## src/logic/anps_defs.svh

```systemverilog
/*
 * Offsets, field positions and reset values of the partner status registers.
 * Assumes inclusion by its bare name from the modules; the package does not include it.
 */
`ifndef ANPS_DEFS_SVH
`define ANPS_DEFS_SVH
`define IDX_PARTNER_ABILITY   8'h05
`define IDX_NEG_EXPANSION     8'h06
`define OFS_PARTNER_ABILITY   (`IDX_PARTNER_ABILITY * 8'h04)
`define OFS_NEG_EXPANSION     (`IDX_NEG_EXPANSION * 8'h04)
`define OFS_IRQ_STATUS        8'h40
`define OFS_IRQ_MASK          8'h44
`define OFS_NEG_CONTROL       8'h48
`define BIT_NP                15
`define BIT_ACK               14
`define BIT_RF                13
`define FLD_TECH_HI           12
`define FLD_TECH_LO           5
`define FLD_TECH_RSV_HI       12
`define FLD_TECH_RSV_LO       11
`define FLD_SEL_HI            4
`define FLD_SEL_LO            0
`define BIT_PD_FAULT          4
`define BIT_PARTNER_NP        3
`define BIT_LOCAL_NP          2
`define BIT_PAGE_RX           1
`define BIT_PARTNER_AN        0
`define RST_WORD16            16'h0000
`define RST_IRQ               4'h0
`define IRQ_W                 4
`define IRQ_PAGE              0
`define IRQ_PD_FAULT          1
`define IRQ_REMOTE_FAULT      2
`define IRQ_PARTNER_AN        3
`define CTL_AN_ENABLE         0
`define RST_CTL               1'h1
`endif

```

## src/logic/anps_pkg.sv

```systemverilog
/*
 * Types shared by the partner status register bank and its page capture.
 * Assumes anps_defs.svh is available on the include path.
 */
package anps_pkg;
    typedef enum logic [1:0] {
        NEG_IDLE = 2'b00,
        NEG_BASE = 2'b01,
        NEG_NEXT = 2'b11
    } neg_state_t;

    typedef struct packed {
        logic [15:0] word;
        logic        base;
        logic        seen;
    } page_t;
endpackage : anps_pkg

```

## src/logic/anps_page_if.sv

```systemverilog
/*
 * Carries a verified partner code word from capture logic to the register bank.
 * Assumes both ends share one clock.
 */
`timescale 1ns/10ps
interface anps_page_if;
    logic [15:0] word;
    logic        strobe;
    logic        base;
    modport source (output word, output strobe, output base);
    modport sink   (input  word, input  strobe, input  base);
endinterface : anps_page_if

```

## src/logic/anps_page_capture.sv

```systemverilog
/*
 * Tracks base page versus next pages within one negotiation.
 * Assumes code word and strobe are already synchronous to the clock.
 */
`timescale 1ns/10ps
`include "anps_defs.svh"
module anps_page_capture
    import anps_pkg::*;
(
    input  wire logic        clk,
    input  wire logic        rst,
    input  wire logic        ce,
    input  wire logic        restart,
    input  wire logic [15:0] code_word,
    input  wire logic        word_valid,
    input  wire logic        word_ok,
    anps_page_if.source      pg
);
    typedef struct packed {
        neg_state_t  st;
        logic [15:0] word;
        logic        strobe;
        logic        base;
    } cap_t;

    cap_t q, next_q;

    always_comb begin
        next_q        = q;
        next_q.strobe = 1'b0;
        if (restart) begin
            next_q.st = NEG_IDLE;
        end else if (word_valid && word_ok) begin
            next_q.word   = code_word;
            next_q.strobe = 1'b1;
            case (q.st)
                NEG_IDLE: begin
                    next_q.base = 1'b1;
                    next_q.st   = NEG_BASE;
                end
                NEG_BASE, NEG_NEXT: begin
                    next_q.base = 1'b0;
                    next_q.st   = NEG_NEXT;
                end
                default: begin
                    next_q.st = NEG_IDLE;
                end
            endcase
        end
    end

    always_ff @(posedge clk) begin
        if (rst) begin
            q <= '{st: NEG_IDLE, word: `RST_WORD16, strobe: 1'b0, base: 1'b0};
        end else if (ce) begin
            q <= next_q;
        end
    end

    assign pg.word   = q.word;
    assign pg.strobe = q.strobe && ce;
    assign pg.base   = q.base;
endmodule : anps_page_capture

```

## src/logic/anps_partner_regs.sv

```systemverilog
/*
 * Partner ability and negotiation expansion registers behind an APB slave,
 * with sticky interrupt status, mask and one level interrupt.
 * Assumes receive-side inputs are from other logic on REF_CLK, except the
 * parallel-detect link flags which come from other domains and are synchronised.
 */
// The APB interface to the registers was left to the implementer.
//
// Operation
// - bit 15 shows partner next-page ability
// - bit 14 shows partner acknowledge
// - bit 13 remote fault, feeds status remote fault; BMSR_REMOTE_FAULT follows it only while AN_ENABLE is set
// - bits 12:5 partner technology abilities
// - bits 4:0 partner selector field
// - expansion bit 4 on both links valid
// - also fault when a link was lost
// - expansion bit 3 partner next-page able
// - expansion bit 2 always reads one
// - expansion bit 1 on verified page, self-clears
// - first word base page, later next pages
// - expansion bit 0 partner negotiation able
`timescale 1ns/10ps
`include "anps_defs.svh"
module anps_partner_regs
    import anps_pkg::*;
#(
    parameter int ADDR_W = 8
) (
    input  wire logic              REF_CLK,
    input  wire logic              RST,
    input  wire logic              CE,
    input  wire logic [ADDR_W-1:0] PADDR,
    input  wire logic              PSEL,
    input  wire logic              PENABLE,
    input  wire logic              PWRITE,
    input  wire logic [31:0]       PWDATA,
    output logic      [31:0]       PRDATA,
    output logic                   PREADY,
    output logic                   PSLVERR,
    input  wire logic [15:0]       CODE_WORD,
    input  wire logic              CODE_WORD_VALID,
    input  wire logic              CODE_WORD_OK,
    input  wire logic              NEG_RESTART,
    input  wire logic              LINK10_VALID,
    input  wire logic              LINK100_VALID,
    input  wire logic              PD_LINK_LOST,
    output logic                   BMSR_REMOTE_FAULT,
    output logic                   AN_ENABLE,
    output logic                   IRQ
);
    initial begin
        if (ADDR_W < 8 || ADDR_W > 32) begin
            $error("ADDR_W must hold the register offsets and fit 32 bits");
        end
    end

    typedef struct packed {
        logic [15:0]       ability;
        logic              pd_fault;
        logic              partner_np;
        logic              page_rx;
        logic              partner_an;
        logic [`IRQ_W-1:0] irq_status;
        logic [`IRQ_W-1:0] irq_mask;
        logic              an_enable;
        logic [1:0]        s10;
        logic [1:0]        s100;
        logic [1:0]        slost;
        logic [31:0]       rdata;
        logic              rvalid;
    } regs_t;

    regs_t q, next_q;
    anps_page_if pg ();

    anps_page_capture u_capture (
        .clk        (REF_CLK),
        .rst        (RST),
        .ce         (CE),
        .restart    (NEG_RESTART),
        .code_word  (CODE_WORD),
        .word_valid (CODE_WORD_VALID),
        .word_ok    (CODE_WORD_OK),
        .pg         (pg.source)
    );

    function automatic logic hit(input logic [ADDR_W-1:0] a, input logic [7:0] ofs);
        hit = (32'(a) == {24'h000000, ofs});
    endfunction : hit

    logic        rd_load;
    logic        rd_done;
    logic        wr_acc;
    logic        rd_acc;
    logic        pd_event;
    logic [15:0] expansion;
    logic [`IRQ_W-1:0] ev;

    // read data is loaded once per transfer; a frozen setup edge loads in the access phase
    assign rd_load = PSEL && !PWRITE && !q.rvalid;
    assign wr_acc  = PSEL && PENABLE && PWRITE && CE;
    assign rd_acc  = PSEL && PENABLE && !PWRITE && CE;
    assign rd_done = rd_acc && q.rvalid;
    // second stage only: first synchroniser flop feeds nothing else
    assign pd_event = (q.s10[1] && q.s100[1]) || q.slost[1];

    always_comb begin
        expansion                   = `RST_WORD16;
        expansion[`BIT_PD_FAULT]    = q.pd_fault;
        expansion[`BIT_PARTNER_NP]  = q.partner_np;
        expansion[`BIT_LOCAL_NP]    = 1'b1;
        expansion[`BIT_PAGE_RX]     = q.page_rx;
        expansion[`BIT_PARTNER_AN]  = q.partner_an;
    end

    always_comb begin
        ev                    = '0;
        ev[`IRQ_PAGE]         = pg.strobe;
        ev[`IRQ_PD_FAULT]     = CE && pd_event;
        ev[`IRQ_REMOTE_FAULT] = pg.strobe && pg.base && pg.word[`BIT_RF];
        ev[`IRQ_PARTNER_AN]   = pg.strobe && pg.base;
    end

    always_comb begin
        next_q       = q;
        next_q.s10   = {q.s10[0], LINK10_VALID};
        next_q.s100  = {q.s100[0], LINK100_VALID};
        next_q.slost = {q.slost[0], PD_LINK_LOST};
        // clear only what the read reported; a set since the load survives
        if (hit(PADDR, `OFS_NEG_EXPANSION) && rd_done) begin
            next_q.pd_fault = q.pd_fault & ~q.rdata[`BIT_PD_FAULT];
            next_q.page_rx  = q.page_rx & ~q.rdata[`BIT_PAGE_RX];
        end
        if (pd_event) begin
            next_q.pd_fault = 1'b1;
        end
        if (pg.strobe) begin
            next_q.page_rx = 1'b1;
            if (pg.base) begin
                next_q.ability    = pg.word;
                next_q.ability[`FLD_TECH_RSV_HI:`FLD_TECH_RSV_LO] = 2'b00;
                next_q.partner_an = 1'b1;
                next_q.partner_np = pg.word[`BIT_NP];
            end
        end
        if (NEG_RESTART) begin
            next_q.partner_an = 1'b0;
        end
        if (wr_acc && hit(PADDR, `OFS_IRQ_STATUS)) begin
            next_q.irq_status = q.irq_status & ~PWDATA[`IRQ_W-1:0];
        end
        next_q.irq_status = next_q.irq_status | ev;
        if (wr_acc && hit(PADDR, `OFS_IRQ_MASK)) begin
            next_q.irq_mask = PWDATA[`IRQ_W-1:0];
        end
        if (wr_acc && hit(PADDR, `OFS_NEG_CONTROL)) begin
            next_q.an_enable = PWDATA[`CTL_AN_ENABLE];
        end
        if (rd_done) begin
            next_q.rvalid = 1'b0;
        end
        if (rd_load) begin
            next_q.rvalid = 1'b1;
            next_q.rdata = '0;
            if (hit(PADDR, `OFS_PARTNER_ABILITY)) begin
                next_q.rdata[15:0] = q.ability;
            end else if (hit(PADDR, `OFS_NEG_EXPANSION)) begin
                next_q.rdata[15:0] = expansion;
            end else if (hit(PADDR, `OFS_IRQ_STATUS)) begin
                next_q.rdata[`IRQ_W-1:0] = q.irq_status;
            end else if (hit(PADDR, `OFS_IRQ_MASK)) begin
                next_q.rdata[`IRQ_W-1:0] = q.irq_mask;
            end else if (hit(PADDR, `OFS_NEG_CONTROL)) begin
                next_q.rdata[`CTL_AN_ENABLE] = q.an_enable;
            end
        end
    end

    always_ff @(posedge REF_CLK) begin
        if (RST) begin
            q <= '{ability: `RST_WORD16, pd_fault: 1'b0, partner_np: 1'b0,
                   page_rx: 1'b0, partner_an: 1'b0, irq_status: `RST_IRQ,
                   irq_mask: `RST_IRQ, an_enable: `RST_CTL, s10: 2'b00,
                   s100: 2'b00, slost: 2'b00, rdata: 32'h0000_0000, rvalid: 1'b0};
        end else if (CE) begin
            q <= next_q;
        end
    end

    logic mapped;
    assign mapped = hit(PADDR, `OFS_PARTNER_ABILITY) || hit(PADDR, `OFS_NEG_EXPANSION)
                 || hit(PADDR, `OFS_IRQ_STATUS) || hit(PADDR, `OFS_IRQ_MASK)
                 || hit(PADDR, `OFS_NEG_CONTROL);

    assign PRDATA            = q.rdata;
    assign PREADY            = CE && !(PSEL && PENABLE && !PWRITE && !q.rvalid);
    assign PSLVERR           = PSEL && PENABLE && (!mapped || (PWRITE
                               && (hit(PADDR, `OFS_PARTNER_ABILITY)
                               || hit(PADDR, `OFS_NEG_EXPANSION))));
    assign BMSR_REMOTE_FAULT = q.ability[`BIT_RF] && q.an_enable;
    assign AN_ENABLE         = q.an_enable;
    assign IRQ               = |(q.irq_status & q.irq_mask);
endmodule : anps_partner_regs

```

## config.mk

```make
export PLATFORM = sky130hd
export DESIGN_NAME = anps_partner_regs
export DESIGN_NICKNAME = d
export VERILOG_FILES = /design/src/logic/anps_pkg.sv /design/src/logic/anps_page_if.sv /design/src/logic/anps_page_capture.sv /design/src/logic/anps_partner_regs.sv
export VERILOG_INCLUDE_DIRS = /design/src /design/src/logic
export SDC_FILE = /design/constraint.sdc
export NUM_CORES = 1
export LEC_CHECK = 0
export ABC_AREA = 1
export BUFFER_PORTS_ARGS = -buffer_cell sky130_fd_sc_hd__buf_2
export CORE_MARGIN = 2
export CORE_UTILIZATION = 32
export CTS_CLUSTER_SIZE = 8
export DETAILED_ROUTE_END_ITERATION = 16
export SKIP_LAST_GASP = 1
export SLEW_MARGIN = 20
export SYNTH_ARGS = -nofsm -noshare
export SYNTH_HDL_FRONTEND = slang
export SYNTH_SLANG_ARGS = --single-unit
```

## constraint.sdc

```tcl
create_clock -name REF_CLK -period 1.9 [get_ports REF_CLK]
set_input_delay 0.57 -clock REF_CLK [delete_from_list [all_inputs] [get_ports REF_CLK]]
set_output_delay 0.57 -clock REF_CLK [all_outputs]
set_load 0.1 [all_outputs]
```

==> results.sh <==
export IMPL_setup_violations=1
export IMPL_critPathRequiredTime_ns=1.33
export IMPL_die_area_um2=10020
export IMPL_via_count=2586
export IMPL_post_drt_wl_per_cell_um=11.32
export IMPL_yosysWarningCount=0
export IMPL_unrepaired_setup_endpoints_after_global_routing="yes"
export IMPL_antenna_left=0
export IMPL_area_growth_synth_to_final_pct=24.57
export IMPL_grt_first_pass_wirelength_mm=10.90
export IMPL_count_of_flip_flops_with_a_built_in_enable_after_synthesis=0
export IMPL_synth_top_area_frac=0.4405
export IMPL_fin_worst_skew_ns=0.006279
export IMPL_finalNetCount=537
export IMPL_worstHoldStart="CODE_WORD[9]"
export IMPL_seq_area_frac_synth=0.4405
export IMPL_fin_worst_hold_slack_ns=0.4537
export IMPL_h_tree_depth=3
export IMPL_worstSetupStartpoint="PADDR[0]"
export IMPL_cts_sink_count=65
export IMPL_regToRegStartpoint="u_capture.q[1]$_SDFFE_PP0P_"
export IMPL_syn_mean_instance_area_um2=7.258
export IMPL_clk_pin_slew_ns=0.08
export IMPL_total_of_hold_buffers_inserted_after_clock_tree_synthesis=0
export IMPL_max_slew_margin_rel=0.6658
export IMPL_arr_time_crit_path_ns=1.50
export IMPL_fmaxAchievable_mhz=483.6
export IMPL_die_height_um=100.1
export IMPL_worstRegToRegCells=5
export IMPL_fraction_of_final_layout_cells_sized_beyond_drive_strength_1=0.2764
export IMPL_grt_util_all_layers=0.1352
export IMPL_gp_congestion=0.8119
export IMPL_finalCoreUtilization=0.4040
export IMPL_grt_max_degree=27
export IMPL_vias_per_cell=4.421
export IMPL_vdd_ir_drop_worst_mv=0.3414
export IMPL_clock_tree_from_tritoncts="built"
export IMPL_worst_slack_ns=-0.1680
export IMPL_hold_path_depth=3
export IMPL_async_flop_share=0
export IMPL_routed_wirelength_mm=6.625
export IMPL_synth_common_cells="sky130_fd_sc_hd__nor2_1, sky130_fd_sc_hd__dfxtp_1, sky130_fd_sc_hd__nand2_1, sky130_fd_sc_hd__o21ai_0, sky130_fd_sc_hd__buf_4"
export IMPL_finalMaxSlewViolations=0
export IMPL_drt_pass1_iterations=4
export IMPL_run_status="complete, but fails checks"
export IMPL_yosysUniqueCellTypes=28
export IMPL_insertion_delay_ns=0.33
export IMPL_boundaryPins=105
export IMPL_area_occupied_by_registers_um2=1303
export IMPL_rows=35
export IMPL_path_class="input port to output port"
export IMPL_die_w_um=100.1
export IMPL_timing_final_crit_share=1.088
export IMPL_postSynthCellCount=407
export IMPL_detail_route_iter0_violations=122
export IMPL_final_fill_count=983
export IMPL_crit_path_max_fanout=3
export IMPL_multi_input_comb_area_um2=1355
export IMPL_synth_area_leaders="sky130_fd_sc_hd__dfxtp_1, sky130_fd_sc_hd__nor2_1, sky130_fd_sc_hd__buf_4, sky130_fd_sc_hd__nand2_1, sky130_fd_sc_hd__o21ai_0"
export IMPL_critPathCaptureType="output port"
export IMPL_pre_cts_setup_slack_ns=-0.3001
export IMPL_worst_hold_check_path_type="input port to register"
export IMPL_via_count_of_the_first_global_routing_pass=2399
export IMPL_antenna_violations_before_repair=0
export IMPL_worst_slew_pin_transition_ns=0.5008
export IMPL_failed_checks="negative setup slack"
export IMPL_synth_seq_cells=65
export IMPL_post_detailed_placement_half_perimeter_wirelength_mm=4.902
export IMPL_cts_made_buffers=9
export IMPL_crit_path_start_kind="input port"
export IMPL_max_cap_violations=0
export IMPL_netlist_top_cell_by_area="sky130_fd_sc_hd__dfxtp_1"
export IMPL_cts_root_to_sink_buffers=2
export IMPL_initial_utilization=0.3243
export IMPL_drc=0
export IMPL_cts_root_buf="sky130_fd_sc_hd__clkbuf_8"
export IMPL_synth_ff_type="sky130_fd_sc_hd__dfxtp_1"
export IMPL_tns_ns=-0.1680
export IMPL_cell_with_the_most_instances_after_synthesis="sky130_fd_sc_hd__nor2_1"
export IMPL_leakagePower_nw=1.649
export IMPL_insertedDiodeCount=0
export IMPL_cell_area_power_density_nw_per_um2=817.2
export IMPL_core_area_um2=9109
export IMPL_hold_viol=0
export IMPL_globalRoute_totalOverflow=0
export IMPL_final_period_minus_worst_setup_slack_ns=2.068
export IMPL_synth_cell_area_um2=2954
export IMPL_port_buffers=56
cells in the final DEF (no fill, tap or decap), drive strengths merged:
cell	count
clkbuf	11
nand4	1
nor2	87
o21ai	46
bufinv	1
dfxtp	65
buf	80
nand3	22
nor3	4
conb	18
o211ai	1
or2	1
a31oi	2
nand2	62
inv	33
clkinv	2
clkinvlp	2
a211oi	1
a21oi	35
cell type report:
class | count | share of cell area
Clock buffer | 9 | 0.03366
Clock inverter | 7 | 0.02108
Inverter | 31 | 0.03808
Multi-Input combinational cell | 280 | 0.3682
Sequential cell | 65 | 0.3540
Tap cell | 111 | 0.03774
Timing Repair Buffer | 82 | 0.1472
logic make-up (layout without fill, tap and decap cells):
family | after synthesis | after routing | synth area share
AOI/OAI and AO/OA | 85 | 85 | 0.1478
other | 1 | 18 | 0.001269
buffers and inverters | 79 | 129 | 0.1516
and+or+nand+nor | 177 | 177 | 0.2588
DFF | 65 | 65 | 0.4405
layer usage:
layer,vias to the layer above,GRT usage,routed length [um]
li1,1383,-,-
met1,1130,0.1775,3315
met2,66,0.2183,2958
met3,7,0.03203,286
met4,0,0.04742,64
met5,-,0,0
metrics by stage:
step                      instance area, um^2  std cells  total power, mW
after floorplan                          3128        424            1.761
after global placement                   3413        565            1.834
after detailed placement                 3413        565            1.836
after CTS                                3671        585            3.042
after global routing                     3680        585            3.121
final                                    3680        585            3.007
worst max-delay path, cell delays in order:
cell	delay, ns
sky130_fd_sc_hd__buf_6	0.10
sky130_fd_sc_hd__nor2_4	0.11
sky130_fd_sc_hd__buf_6	0.12
sky130_fd_sc_hd__nand2_4	0.06
sky130_fd_sc_hd__nor2_4	0.11
sky130_fd_sc_hd__nor2_4	0.04
sky130_fd_sc_hd__o21ai_2	0.15
sky130_fd_sc_hd__nor3_4	0.06
sky130_fd_sc_hd__buf_12	0.17
power breakdown:
part	switching, mW	internal, mW	total, mW
clock	0.574	0.619	1.19
combinational	0.308	0.103	0.411
sequential	0.0137	1.39	1.40
total	0.896	2.11	3.01
path summary, 6_finish.rpt:
check | end | slack [ns]
max reg2reg | expansion[3]$_SDFFE_PP0P_ | 0.65
min | u_capture.pg.word[9]$_SDFFE_PP0P_ | 0.45
min reg2reg | u_capture.q[18]$_SDFFE_PP0P_ | 0.47
max | PSLVERR | -0.17
flip-flops by register name (all words and copies together) (netlist names):
name,cells
q,25
PRDATA,14
u_capture.pg.word,14
expansion,4
next_q,3
u_capture.q,3
AN_ENABLE,1
u_capture.pg.base,1
timing repair:
action | 4_1_cts | 5_1_grt
setup buffers | 4 | 0
pin swaps | 5 | 0
endpoints found under the setup margin | 1 | 3
resized for setup | 6 | 3
(Power assumes the default switching activity.)
